==> src/periph_reset_pkg.sv <==
// Constants for the peripheral reset control block: offsets, field masks,
// reset values and bit positions of each reset-control field.
// Assumes an APB slave with 32-bit data and byte addresses.
package periph_reset_pkg;
  localparam logic [11:0] FAST_RST_OFFSET = 12'h00C;
  localparam logic [11:0] SLOW_RST_OFFSET = 12'h010;
  localparam logic [31:0] FAST_RST_RESET  = 32'h00000000;
  localparam logic [31:0] SLOW_RST_RESET  = 32'h00000000;
  // Writable bits; everything else is reserved and reads zero
  localparam logic [31:0] FAST_RST_MASK   = 32'h0038FFFD;
  localparam logic [31:0] SLOW_RST_MASK   = 32'h3E7EC9F6;
  // Fast bus field positions
  localparam int ALTFUNC_IO_BIT    = 0;
  localparam int PORT_A_BIT        = 2;
  localparam int PORT_COUNT        = 7;
  localparam int CONV_ZERO_BIT     = 9;
  localparam int CONV_ONE_BIT      = 10;
  localparam int TIMER_ZERO_BIT    = 11;
  localparam int SYNC_SER_ZERO_BIT = 12;
  localparam int TIMER_SEVEN_BIT   = 13;
  localparam int SERIAL_ZERO_BIT   = 14;
  localparam int CONV_TWO_BIT      = 15;
  localparam int TIMER_EIGHT_BIT   = 19;
  localparam int TIMER_NINE_BIT    = 20;
  localparam int TIMER_TEN_BIT     = 21;
  // Slow bus field positions
  localparam int TIMER_TWO_BIT      = 1;
  localparam int TIMER_THREE_BIT    = 2;
  localparam int TIMER_FIVE_BIT     = 4;
  localparam int TIMER_SIX_BIT      = 5;
  localparam int TIMER_ELEVEN_BIT   = 6;
  localparam int TIMER_TWELVE_BIT   = 7;
  localparam int TIMER_THIRTEEN_BIT = 8;
  localparam int WATCHDOG_BIT       = 11;
  localparam int SYNC_SER_ONE_BIT   = 14;
  localparam int SYNC_SER_TWO_BIT   = 15;
  localparam int SERIAL_ONE_BIT     = 17;
  localparam int SERIAL_TWO_BIT     = 18;
  localparam int ASYNC_THREE_BIT    = 19;
  localparam int ASYNC_FOUR_BIT     = 20;
  localparam int I2C_ZERO_BIT       = 21;
  localparam int I2C_ONE_BIT        = 22;
  localparam int CAN_ZERO_BIT       = 25;
  localparam int CAN_ONE_BIT        = 26;
  localparam int BACKUP_IF_BIT      = 27;
  localparam int POWER_CTL_BIT      = 28;
  localparam int DAC_UNIT_BIT       = 29;
endpackage

==> src/rst_bank_if.sv <==
// Interface between the register decoder and the reset bank.
// Assumes one clock domain, pclk.
`timescale 1ns/1ps
`default_nettype none
interface rst_bank_if;
  logic        wr_fast;
  logic        wr_slow;
  logic [31:0] wdata;
  logic [31:0] fast_q;
  logic [31:0] slow_q;
  modport ctl  (output wr_fast, output wr_slow, output wdata, input fast_q, input slow_q);
  modport bank (input wr_fast, input wr_slow, input wdata, output fast_q, output slow_q);
endinterface
`default_nettype wire

==> src/rst_bank.sv <==
// Reset bank: the two reset-control words, written by software only.
// Assumes writes arrive as one-cycle strobes on the pclk domain.
`timescale 1ns/1ps
`default_nettype none
module rst_bank (
  input  wire logic   pclk,
  input  wire logic   presetn,
  rst_bank_if.bank    bus
);
  ////////////////////////////////////////////////////////////////////////
  // Fast bus word; reserved positions masked so they stay zero
  always_ff @(posedge pclk or negedge presetn) begin
    if (!presetn) begin
      bus.fast_q <= periph_reset_pkg::FAST_RST_RESET;
    end else if (bus.wr_fast) begin
      bus.fast_q <= bus.wdata & periph_reset_pkg::FAST_RST_MASK;
    end
  end

  // Slow bus word; only software writes and presetn change it
  always_ff @(posedge pclk or negedge presetn) begin
    if (!presetn) begin
      bus.slow_q <= periph_reset_pkg::SLOW_RST_RESET;
    end else if (bus.wr_slow) begin
      bus.slow_q <= bus.wdata & periph_reset_pkg::SLOW_RST_MASK;
    end
  end

  a_fast_hold: assert property (@(posedge pclk) disable iff (!presetn)
    !$past(bus.wr_fast) |-> $stable(bus.fast_q))
    else $error("fast word changed without a write");
  a_slow_hold: assert property (@(posedge pclk) disable iff (!presetn)
    !$past(bus.wr_slow) |-> $stable(bus.slow_q))
    else $error("slow word changed without a write");
endmodule
`default_nettype wire

==> src/periph_reset_ctl.sv <==
// Peripheral reset control: APB slave with two reset-control registers
// driving one active-high synchronous reset line per peripheral.
// Assumes APB3 master on pclk; peripherals sample their reset on pclk.
//
// Implementation choice: the APB interface to the registers.
`timescale 1ns/1ps
`default_nettype none
module periph_reset_ctl (
  input  wire logic        pclk,
  input  wire logic        presetn,
  input  wire logic        psel,
  input  wire logic        penable,
  input  wire logic        pwrite,
  input  wire logic [11:0] paddr,
  input  wire logic [31:0] pwdata,
  output logic      [31:0] prdata,
  output logic             pready,
  output logic             pslverr,
  // Fast bus peripheral resets
  output logic             altfunc_io_rst_ctl,
  output logic [6:0]       port_rst_ctl,
  output logic             converter_zero_rst_ctl,
  output logic             converter_one_rst_ctl,
  output logic             converter_two_rst_ctl,
  output logic             timer_zero_rst_ctl,
  output logic             sync_serial_zero_rst_ctl,
  output logic             timer_seven_rst_ctl,
  output logic             serial_zero_rst_ctl,
  output logic             timer_eight_rst_ctl,
  output logic             timer_nine_rst_ctl,
  output logic             timer_ten_rst_ctl,
  // Slow bus peripheral resets
  output logic             timer_two_rst_ctl,
  output logic             timer_three_rst_ctl,
  output logic             timer_five_rst_ctl,
  output logic             timer_six_rst_ctl,
  output logic             timer_eleven_rst_ctl,
  output logic             timer_twelve_rst_ctl,
  output logic             timer_thirteen_rst_ctl,
  output logic             window_watchdog_rst_ctl,
  output logic             sync_serial_one_rst_ctl,
  output logic             sync_serial_two_rst_ctl,
  output logic             serial_one_rst_ctl,
  output logic             serial_two_rst_ctl,
  output logic             async_three_rst_ctl,
  output logic             async_four_rst_ctl,
  output logic             i2c_zero_rst_ctl,
  output logic             i2c_one_rst_ctl,
  output logic             can_zero_rst_ctl,
  output logic             can_one_rst_ctl,
  output logic             backup_if_rst_ctl,
  output logic             power_ctl_rst_ctl,
  output logic             dac_unit_rst_ctl
);
  rst_bank_if bank_bus ();

  logic setup_ok;
  logic hit_fast;
  logic hit_slow;
  logic busy;
  logic [31:0] fast_w;
  logic [31:0] slow_w;

  ////////////////////////////////////////////////////////////////////////
  // Address decode, exact match on all 12 address bits, so unaligned addresses miss
  function automatic logic hit(input logic [11:0] a, input logic [11:0] off);
    hit = (a == off);
  endfunction

  assign setup_ok = psel && !penable;
  assign hit_fast = hit(paddr, periph_reset_pkg::FAST_RST_OFFSET);
  assign hit_slow = hit(paddr, periph_reset_pkg::SLOW_RST_OFFSET);

  ////////////////////////////////////////////////////////////////////////
  // No wait state: pready rises in the access cycle, from a flop
  always_ff @(posedge pclk or negedge presetn) begin
    if (!presetn) begin
      busy <= 1'b0;
    end else begin
      busy <= setup_ok;
    end
  end

  always_ff @(posedge pclk or negedge presetn) begin
    if (!presetn) begin
      pready <= 1'b0;
    end else begin
      pready <= setup_ok;
    end
  end

  // Unmapped address answers with an error, nothing stored
  always_ff @(posedge pclk or negedge presetn) begin
    if (!presetn) begin
      pslverr <= 1'b0;
    end else begin
      pslverr <= setup_ok && !hit_fast && !hit_slow;
    end
  end

  // Read data captured in setup so it leaves a flop
  always_ff @(posedge pclk or negedge presetn) begin
    if (!presetn) begin
      prdata <= 32'h00000000;
    end else if (setup_ok && !pwrite) begin
      prdata <= hit_fast ? bank_bus.fast_q :
                hit_slow ? bank_bus.slow_q : 32'h00000000;
    end
  end

  // Write strobes at the completing access edge
  assign bank_bus.wr_fast = psel && penable && pready && pwrite && hit_fast;
  assign bank_bus.wr_slow = psel && penable && pready && pwrite && hit_slow;
  assign bank_bus.wdata   = pwdata;

  rst_bank u_bank (
    .pclk    (pclk),
    .presetn (presetn),
    .bus     (bank_bus.bank)
  );

  ////////////////////////////////////////////////////////////////////////
  // Reset lines follow the words directly: a clear releases the peripheral
  // on the following edge, with no extra flop in the way
  assign fast_w = bank_bus.fast_q;
  assign slow_w = bank_bus.slow_q;

  always_comb begin
    altfunc_io_rst_ctl       = fast_w[periph_reset_pkg::ALTFUNC_IO_BIT];
    port_rst_ctl             = fast_w[periph_reset_pkg::PORT_A_BIT +: 7];
    converter_zero_rst_ctl   = fast_w[periph_reset_pkg::CONV_ZERO_BIT];
    converter_one_rst_ctl    = fast_w[periph_reset_pkg::CONV_ONE_BIT];
    timer_zero_rst_ctl       = fast_w[periph_reset_pkg::TIMER_ZERO_BIT];
    sync_serial_zero_rst_ctl = fast_w[periph_reset_pkg::SYNC_SER_ZERO_BIT];
    timer_seven_rst_ctl      = fast_w[periph_reset_pkg::TIMER_SEVEN_BIT];
    serial_zero_rst_ctl      = fast_w[periph_reset_pkg::SERIAL_ZERO_BIT];
    converter_two_rst_ctl    = fast_w[periph_reset_pkg::CONV_TWO_BIT];
    timer_eight_rst_ctl      = fast_w[periph_reset_pkg::TIMER_EIGHT_BIT];
    timer_nine_rst_ctl       = fast_w[periph_reset_pkg::TIMER_NINE_BIT];
    timer_ten_rst_ctl        = fast_w[periph_reset_pkg::TIMER_TEN_BIT];
  end

  always_comb begin
    timer_two_rst_ctl       = slow_w[periph_reset_pkg::TIMER_TWO_BIT];
    timer_three_rst_ctl     = slow_w[periph_reset_pkg::TIMER_THREE_BIT];
    timer_five_rst_ctl      = slow_w[periph_reset_pkg::TIMER_FIVE_BIT];
    timer_six_rst_ctl       = slow_w[periph_reset_pkg::TIMER_SIX_BIT];
    timer_eleven_rst_ctl    = slow_w[periph_reset_pkg::TIMER_ELEVEN_BIT];
    timer_twelve_rst_ctl    = slow_w[periph_reset_pkg::TIMER_TWELVE_BIT];
    timer_thirteen_rst_ctl  = slow_w[periph_reset_pkg::TIMER_THIRTEEN_BIT];
    window_watchdog_rst_ctl = slow_w[periph_reset_pkg::WATCHDOG_BIT];
    sync_serial_one_rst_ctl = slow_w[periph_reset_pkg::SYNC_SER_ONE_BIT];
    sync_serial_two_rst_ctl = slow_w[periph_reset_pkg::SYNC_SER_TWO_BIT];
    serial_one_rst_ctl      = slow_w[periph_reset_pkg::SERIAL_ONE_BIT];
    serial_two_rst_ctl      = slow_w[periph_reset_pkg::SERIAL_TWO_BIT];
    async_three_rst_ctl     = slow_w[periph_reset_pkg::ASYNC_THREE_BIT];
    async_four_rst_ctl      = slow_w[periph_reset_pkg::ASYNC_FOUR_BIT];
    i2c_zero_rst_ctl        = slow_w[periph_reset_pkg::I2C_ZERO_BIT];
    i2c_one_rst_ctl         = slow_w[periph_reset_pkg::I2C_ONE_BIT];
    can_zero_rst_ctl        = slow_w[periph_reset_pkg::CAN_ZERO_BIT];
    can_one_rst_ctl         = slow_w[periph_reset_pkg::CAN_ONE_BIT];
    backup_if_rst_ctl       = slow_w[periph_reset_pkg::BACKUP_IF_BIT];
    power_ctl_rst_ctl       = slow_w[periph_reset_pkg::POWER_CTL_BIT];
    dac_unit_rst_ctl        = slow_w[periph_reset_pkg::DAC_UNIT_BIT];
  end

  ////////////////////////////////////////////////////////////////////////
  // Checks
  a_fast_write_lands: assert property (@(posedge pclk) disable iff (!presetn)
    bank_bus.wr_fast |=> fast_w == ($past(pwdata) & periph_reset_pkg::FAST_RST_MASK))
    else $error("fast write not stored");
  a_slow_reserved: assert property (@(posedge pclk) disable iff (!presetn)
    (slow_w & ~periph_reset_pkg::SLOW_RST_MASK) == 32'h00000000)
    else $error("slow reserved bit set");
  a_fast_reserved: assert property (@(posedge pclk) disable iff (!presetn)
    fast_w[1] == 1'b0 && fast_w[31:22] == 10'h000)
    else $error("fast reserved bit set");
  a_ports_order: assert property (@(posedge pclk) disable iff (!presetn)
    bank_bus.wr_fast |=> port_rst_ctl == $past(pwdata[8:2]))
    else $error("port reset order wrong");
  a_timer_hi: assert property (@(posedge pclk) disable iff (!presetn)
    bank_bus.wr_fast |=> timer_ten_rst_ctl == $past(pwdata[21]) &&
      timer_eight_rst_ctl == $past(pwdata[19]))
    else $error("timer ten/eight reset wrong");
  a_power_dac: assert property (@(posedge pclk) disable iff (!presetn)
    bank_bus.wr_slow |=> power_ctl_rst_ctl == $past(pwdata[28]) &&
      dac_unit_rst_ctl == $past(pwdata[29]) && backup_if_rst_ctl == $past(pwdata[27]))
    else $error("power/dac/backup reset wrong");
  a_slow_timers: assert property (@(posedge pclk) disable iff (!presetn)
    bank_bus.wr_slow |=> timer_thirteen_rst_ctl == $past(pwdata[8]) &&
      timer_two_rst_ctl == $past(pwdata[1]))
    else $error("slow timer reset wrong");
  a_release_next: assert property (@(posedge pclk) disable iff (!presetn)
    bank_bus.wr_slow && !pwdata[28] |=> !power_ctl_rst_ctl)
    else $error("release not on next cycle");
  a_read_back: assert property (@(posedge pclk) disable iff (!presetn)
    setup_ok && !pwrite && hit_fast && !bank_bus.wr_fast |=> prdata == $past(fast_w))
    else $error("read back mismatch");
  a_ready_once: assert property (@(posedge pclk) disable iff (!presetn)
    pready |=> !pready)
    else $error("pready held too long");
endmodule
`default_nettype wire

==> config.mk <==
export PLATFORM = sky130hd
export DESIGN_NAME = periph_reset_ctl
export DESIGN_NICKNAME = d
export VERILOG_FILES = /design/src/periph_reset_pkg.sv /design/src/rst_bank_if.sv /design/src/rst_bank.sv /design/src/periph_reset_ctl.sv
export SDC_FILE = /design/constraint.sdc
export NUM_CORES = 1
export LEC_CHECK = 0
export ABC_CLOCK_PERIOD_IN_PS = 2300
export BUFFER_PORTS_ARGS = -buffer_cell sky130_fd_sc_hd__buf_2
export CAP_MARGIN = 25
export CORE_MARGIN = 2
export CORE_UTILIZATION = 50
export DETAILED_ROUTE_END_ITERATION = 10
export GPL_ROUTABILITY_DRIVEN = 0
export PLACE_DENSITY = 0.9
export SYNTH_ARGS = -nofsm -noshare
export SYNTH_HDL_FRONTEND = slang
export SYNTH_SLANG_ARGS = --single-unit
==> constraint.sdc <==
create_clock -name pclk -period 2.3 [get_ports pclk]
set_clock_uncertainty 0.2 [all_clocks]
set_input_delay 0.23 -clock pclk [delete_from_list [all_inputs] [get_ports pclk]]
set_output_delay 0.23 -clock pclk [all_outputs]
set_load 0.01 [all_outputs]
==> results of run 1 <==
tightest hold or removal path, stage by stage:
cell and delay (ns):
buf_2 0.11, nor2b_1 0.14, a21boi_0 0.12
layout make-up:
type,instances,area (um^2)
Clock buffer,10,138
Clock inverter,6,134
Fill cell,360,1430
Multi-Input combinational cell,101,986
Sequential cell,68,1700
Tap cell,72,90.1
Timing Repair Buffer,149,928
layer usage:
| metal | part of all wire (%) | wire length, um | GRT usage (%) | vias to the layer above |
|---|---|---|---|---|
| met1 | 39 | 2760 | 27.4 | 1059 |
| met3 | 4.6 | 324 | 4.14 | 19 |
| li1 | - | - | - | 954 |
| met2 | 53 | 3750 | 42.2 | 89 |
| met4 | 2.7 | 192 | 11.4 | 0 |
| met5 | 0 | 0 | 0 | - |
per-stage QoR:
stage	setup WS, ns	hold slack, ns	utilization [%]	power, mW
floorplan	0.246	-0.266	-	1.25
global placement	0.112	0.0245	62.8	1.31
detailed placement	0.0794	0.0277	62.8	1.31
CTS	0.0304	0.0814	73.3	2.67
global route	0.0935	0.136	73.6	2.74
finish	0.115	0.105	73.6	2.66
registers in the layout, summed over array words and instances, names as in the netlist:
register	flops
prdata	27
pready	1
u_bank.bus.fast_q	18
pslverr	1
u_bank.bus.slow_q	21
cells in the mapped netlist (2+ instances only):
cell	n	area (um^2)
mux2_1	4	45.0
a221o_1	12	120
or4_4	3	33.8
buf_6	2	22.5
dfrtp_1	68	1700
nand2b_1	3	18.8
a22o_1	15	131
buf_2	4	20.0
buf_4	6	45.0
and2_0	12	75.1
clkbuf_1	3	11.3
mux2_4	10	150
mux2_2	25	282
worst max-delay path by stage:
stage | startpoint | end | slack [ns]
floorplan | paddr[11] | u_bank.bus.fast_q[10]$_DFFE_PN0P_ | 0.25
global placement | paddr[11] | prdata[2]$_DFFE_PN0P_ | 0.11
detailed placement | paddr[11] | prdata[6]$_DFFE_PN0P_ | 0.08
CTS | penable | prdata[6]$_DFFE_PN0P_ | 0.03
global route | penable | prdata[13]$_DFFE_PN0P_ | 0.09
finish | penable | prdata[19]$_DFFE_PN0P_ | 0.11
what timing repair did:
| action | CTS | global route |
|---|---|---|
| setup endpoints to repair | 0 | 2 |
| resized for setup | 0 | 1 |
| hold buffers | 30 | 0 |
| endpoints found under the hold margin | 63 | 0 |
logic make-up (layout without fill, tap and decap cells):
group	after synthesis	count (layout)	share of synthesized area [%]
compound gates	28	28	9.41
buf+inv	15	165	3.59
flops	68	68	61.8
mux	39	39	17.3
other cells	1	5	0.136
simple gates	28	29	7.69
power by group through the flow:
stage	clock, mW	combinational (mW)	sequential [mW]
after floorplan	0	0.0235	1.22
after global placement	0	0.0872	1.22
after detailed placement	0	0.0908	1.22
after CTS	1.34	0.130	1.20
after global routing	1.40	0.146	1.20
final	1.33	0.133	1.20
==> impl_metrics.py, run 1 <==
metrics = {
    "sta": {
        "fin_crit_sh_pct": 95.0,
        "worst_slew_pin_slew_ns": 0.517,
        "fin_crit_ns": 2.19,
        "setup-tns-final_ns": 0,
        "setup_viol": 0,
        "slew_viol_final": 0,
        "fmax_ghz": 0.458,
        "max_slew_margin_pct": 65.5,
        "rsz0062_at_grt": "false",
        "hold_viol": 0,
    },
    "setup_path": {
        "path_cells": "dlygate4sd3_1 > buf_2 > or3b_4 > or4_4 > nor2_4 > a221o_1",
        "timing.critical_path.buf_inv": 2,
        "critPathMaxStageDelay_ns": 0.53,
        "crit_cells": 6,
        "cpMaxStageDelayCell": "dlygate4sd3_1",
        "path_class": "in2reg",
        "worstPathMaxFanout": 9,
        "r2r-end": "u_bank.bus.slow_q[7]$_DFFE_PN0P_",
        "crit_required_ns": 2.37,
        "end_kind": "flop",
        "regToRegSetupSlack_ns": 0.62,
        "start_kind": "primary input",
        "r2r_cells": 5,
        "crit_family": "simple AND/OR/NAND/NOR gates",
        "cp.arrival_ns": 2.25,
        "r2r-start": "pready$_DFF_PN0_",
    },
    "placed_design": {
        "dpl-instance-area_um2": 3390,
        "dp_cells": 359,
        "numPortBuffers": 111,
        "dp_hpwl_um": 4310,
    },
    "cells_and_area": {
        "fin_nets": 378,
        "drive_gt1_share_pct": 53.3,
        "area_growth_syn_to_layout_pct": 44.6,
        "stdcell_area_um2": 3980,
        "final_common_cell": "buf_2",
        "layout_common_cells": "buf_2, dfrtp_1, dlygate4sd3_1",
        "diodes": 0,
        "fin_cells": 406,
    },
    "floorplan": {
        "std_cell_rows": 27,
        "die_w_um": 78.2,
        "floorplan.initialDensity_pct": 50.9,
        "die_h_um": 78.2,
        "io_pins": 122,
        "core-area_um2": 5410,
        "die-area_um2": 6110,
    },
    "run": {
        "maxCapViolations": 0,
    },
    "route": {
        "wl_per_cell_um": 17.3,
        "detail_route.vias_per_cell": 5.22,
        "drt_iter0_markers": 101,
        "final_antenna_net_count": 0,
        "vias": 2121,
        "route.detailed.drc": 0,
        "drt-total-wl_um": 7030,
        "firstDrtPassIters": 4,
    },
    "synth": {
        "synth_ff_type": "dfrtp_1",
        "synthDistinctLibCells": 25,
        "synth.yosys.seq_area_share_pct": 61.8,
        "synth-seq-cells": 68,
        "avgSynthCellArea_um2": 15.4,
        "netlist_area_um2": 2750,
        "async_flop_share_pct": 100,
        "synth_edf_count": 0,
        "yosysWarnings": 0,
        "synthesis.instances": 179,
    },
    "power": {
        "combPwrFrac_pct": 5.0,
        "p_sw_share_pct": 19.8,
        "peakVddDrop_uv": 410,
        "internal_power_mw": 2.13,
        "seq_power_share_pct": 45.1,
        "power.leakage_nw": 2.26,
        "powerDensity_nw_per_um2": 668,
        "switchingPower_mw": 0.527,
        "clockPowerShare_pct": 49.9,
    },
    "global_route": {
        "grt-ovfl-total": 0,
        "grt_antenna_before_repair": 0,
        "track_usage_pct": 23.6,
        "grt_max_degree": 29,
        "grt_pass1_wl_um": 11000,
        "grt_pass1_vias": 2189,
    },
    "status": {
        "outcome": "finished, final reports clean",
    },
    "worst_hold_path": {
        "whs_path_depth": 3,
        "hp-start": "psel",
        "holdPathEnd": "pslverr$_DFF_PN0_",
        "hold_class": "in2reg",
    },
    "clock_network": {
        "cts-htree-levels": 3,
        "cts_buffers": 9,
        "clock_latency_ns": 0.33,
        "cts_tree": "built",
        "clock_path_buffers": 2,
        "cts_root_buffer": "clkbuf_8",
        "path_clk_slew_ns": 0.08,
        "clkSinkCount": 68,
        "post_cts_buffers": 0,
    },
}
No activity file was read; power rests on OpenSTA's default activity.
==> run 2: changes to the inputs <==
--- a/config.mk
+++ b/config.mk
@@ -8,10 +8,10 @@
 export ABC_CLOCK_PERIOD_IN_PS = 2300
 export BUFFER_PORTS_ARGS = -buffer_cell sky130_fd_sc_hd__buf_2
 export CAP_MARGIN = 25
+export CORE_ASPECT_RATIO = 1.5
 export CORE_MARGIN = 2
 export CORE_UTILIZATION = 50
 export DETAILED_ROUTE_END_ITERATION = 10
-export GPL_ROUTABILITY_DRIVEN = 0
 export PLACE_DENSITY = 0.9
 export SYNTH_ARGS = -nofsm -noshare
 export SYNTH_HDL_FRONTEND = slang
==> impl_metrics.py, run 2 (synthesized netlist as in run 1, its figures left out) <==
metrics = {
    "setup_path": {
        "r2r_cells": 5,
        "crit_family": "simple AND/OR/NAND/NOR gates",
        "path_cells": "dlygate4sd3_1 > buf_2 > or3b_2 > or4_4 > nor2_8 > a22o_1",
        "critPathMaxStageDelay_ns": 0.54,
        "cp.arrival_ns": 2.34,
        "crit_required_ns": 2.37,
        "crit_cells": 6,
        "worstPathMaxFanout": 18,
        "path_class": "in2reg",
        "end_kind": "flop",
        "start_kind": "primary input",
        "cpMaxStageDelayCell": "dlygate4sd3_1",
        "timing.critical_path.buf_inv": 2,
    },
    "clock_network": {
        "clkSinkCount": 68,
        "path_clk_slew_ns": 0.07,
        "clock_latency_ns": 0.34,
        "cts_root_buffer": "clkbuf_8",
        "clock_path_buffers": 2,
        "cts_tree": "built",
        "cts_buffers": 9,
        "cts.repair.resized": 0,
        "cts-htree-levels": 3,
    },
    "floorplan": {
        "die-area_um2": 6120,
        "core-area_um2": 5410,
        "floorplan.initialDensity_pct": 50.9,
        "io_pins": 122,
        "std_cell_rows": 33,
        "die_h_um": 94.9,
        "die_w_um": 64.6,
    },
    "global_route": {
        "grt_antenna_before_repair": 0,
        "grt_pass1_wl_um": 11000,
        "grt_max_degree": 41,
        "grt_pass1_vias": 2255,
        "track_usage_pct": 24.2,
        "grt-ovfl-total": 0,
    },
    "worst_hold_path": {
        "hold_class": "in2reg",
        "whs_path_depth": 3,
    },
    "cells_and_area": {
        "fin_util_pct": 72.7,
        "area_growth_syn_to_layout_pct": 42.8,
        "top_register": "prdata",
        "final_common_cell": "buf_2",
        "stdcell_area_um2": 3930,
        "diodes": 0,
        "drive_gt1_share_pct": 52.9,
        "top_regs": "prdata x27, u_bank.bus.slow_q x21, u_bank.bus.fast_q x18",
        "fin_nets": 377,
        "layout_common_cells": "buf_2, dfrtp_1, dlygate4sd3_1",
        "largest_reg_flops": 27,
    },
    "route": {
        "detail_route.vias_per_cell": 5.23,
        "route.detailed.drc": 0,
        "drt-total-wl_um": 6870,
        "vias": 2108,
        "final_antenna_net_count": 0,
        "firstDrtPassIters": 4,
        "wl_per_cell_um": 17.0,
        "drt_iter0_markers": 110,
    },
    "placed_design": {
        "place_congestion": 0.813,
        "numPortBuffers": 111,
        "dpl-instance-area_um2": 3390,
        "dp_hpwl_um": 4490,
        "post-place-ws_ns": 0.0651,
    },
    "run": {
        "maxCapViolations": 0,
    },
    "sta": {
        "hold_viol": 0,
        "setup-tns-final_ns": 0,
        "setup_viol": 0,
        "fmax_ghz": 0.441,
        "fin_crit_ns": 2.27,
        "slew_viol_final": 0,
        "max_slew_margin_pct": 55.1,
        "final.setup.worst_slack_ns": 0.0318,
        "fin_crit_sh_pct": 98.6,
        "worst_slew_pin_slew_ns": 0.674,
        "rsz0062_at_grt": "true",
    },
    "power": {
        "power.leakage_nw": 2.24,
        "powerDensity_nw_per_um2": 638,
        "peakVddDrop_uv": 429,
    },
    "status": {
        "outcome": "finished, final reports clean",
    },
}
[run 2: changes by cell type in the layout (fill, tap and decap cells not counted), sizes merged]
cell    previous run  this run
bufinv             4         3
clkinv             1         3
inv                1         0
nor2               2         1
[run 2: final timing paths]
check                                        from                                 to  slack (ns)
min reg2reg                prdata[22]$_DFFE_PN0P_             prdata[22]$_DFFE_PN0P_        0.31
max in group asynchronous                 presetn             prdata[19]$_DFFE_PN0P_        1.01
min                                      paddr[5]                  pslverr$_DFF_PN0_        0.09
min in group asynchronous                 presetn             prdata[27]$_DFFE_PN0P_        0.26
max                                       penable             prdata[12]$_DFFE_PN0P_        0.03
max reg2reg                      pready$_DFF_PN0_  u_bank.bus.slow_q[27]$_DFFE_PN0P_        0.61
[run 2: what timing repair did]
| item | in CTS | in global routing |
|---|---|---|
| setup buffers | 0 | 0 |
| hold buffers | 30 | 0 |
| setup endpoints to repair | 0 | 1 |
| endpoints found under the hold margin | 69 | 0 |
[run 2: worst register-to-register path: stages, from the launching register on]
cell     delay, ns
dfrtp_1       0.36
nand4_1       0.12
nor4_2        0.22
nand2_1       0.12
buf_4         0.23
mux2_1        0.33
[run 2: layer usage]
metal	global-route usage, %	vias to the layer above	wire length (um)
met1	26.6	1060	2580
li1	-	951	-
met3	4.53	13	323
met5	0	-	0
met4	11.9	0	136
met2	44.3	84	3830
[run 2: where the power goes]
group | switching [mW] | total (mW) | internal (mW)
Combinational | 0.0624 | 0.133 | 0.0702
Sequential | 0.000880 | 1.20 | 1.20
Clock | 0.456 | 1.18 | 0.722
Total | 0.519 | 2.51 | 1.99
[run 2: metrics by stage]
step | cells | hold slack (ns) | power (mW)
5_1_grt | 403 | 0.0881 | 2.58
4_1_cts | 403 | 0.0619 | 2.52
3_5_place_dp | 357 | 0.0989 | 1.31
3_3_place_gp | 357 | 0.0868 | 1.31
6_report | 403 | 0.0853 | 2.51
2_1_floorplan | 183 | -0.266 | 1.25
[run 2: area by class of cell]
cell class                 instances  area (um^2)
clock buffer                      10          128
timing repair buffer             149          928
tap                               70         87.6
clock inverter                     6          113
sequential                        68         1700
multi-input combinational        100          972
fill                             359         1480
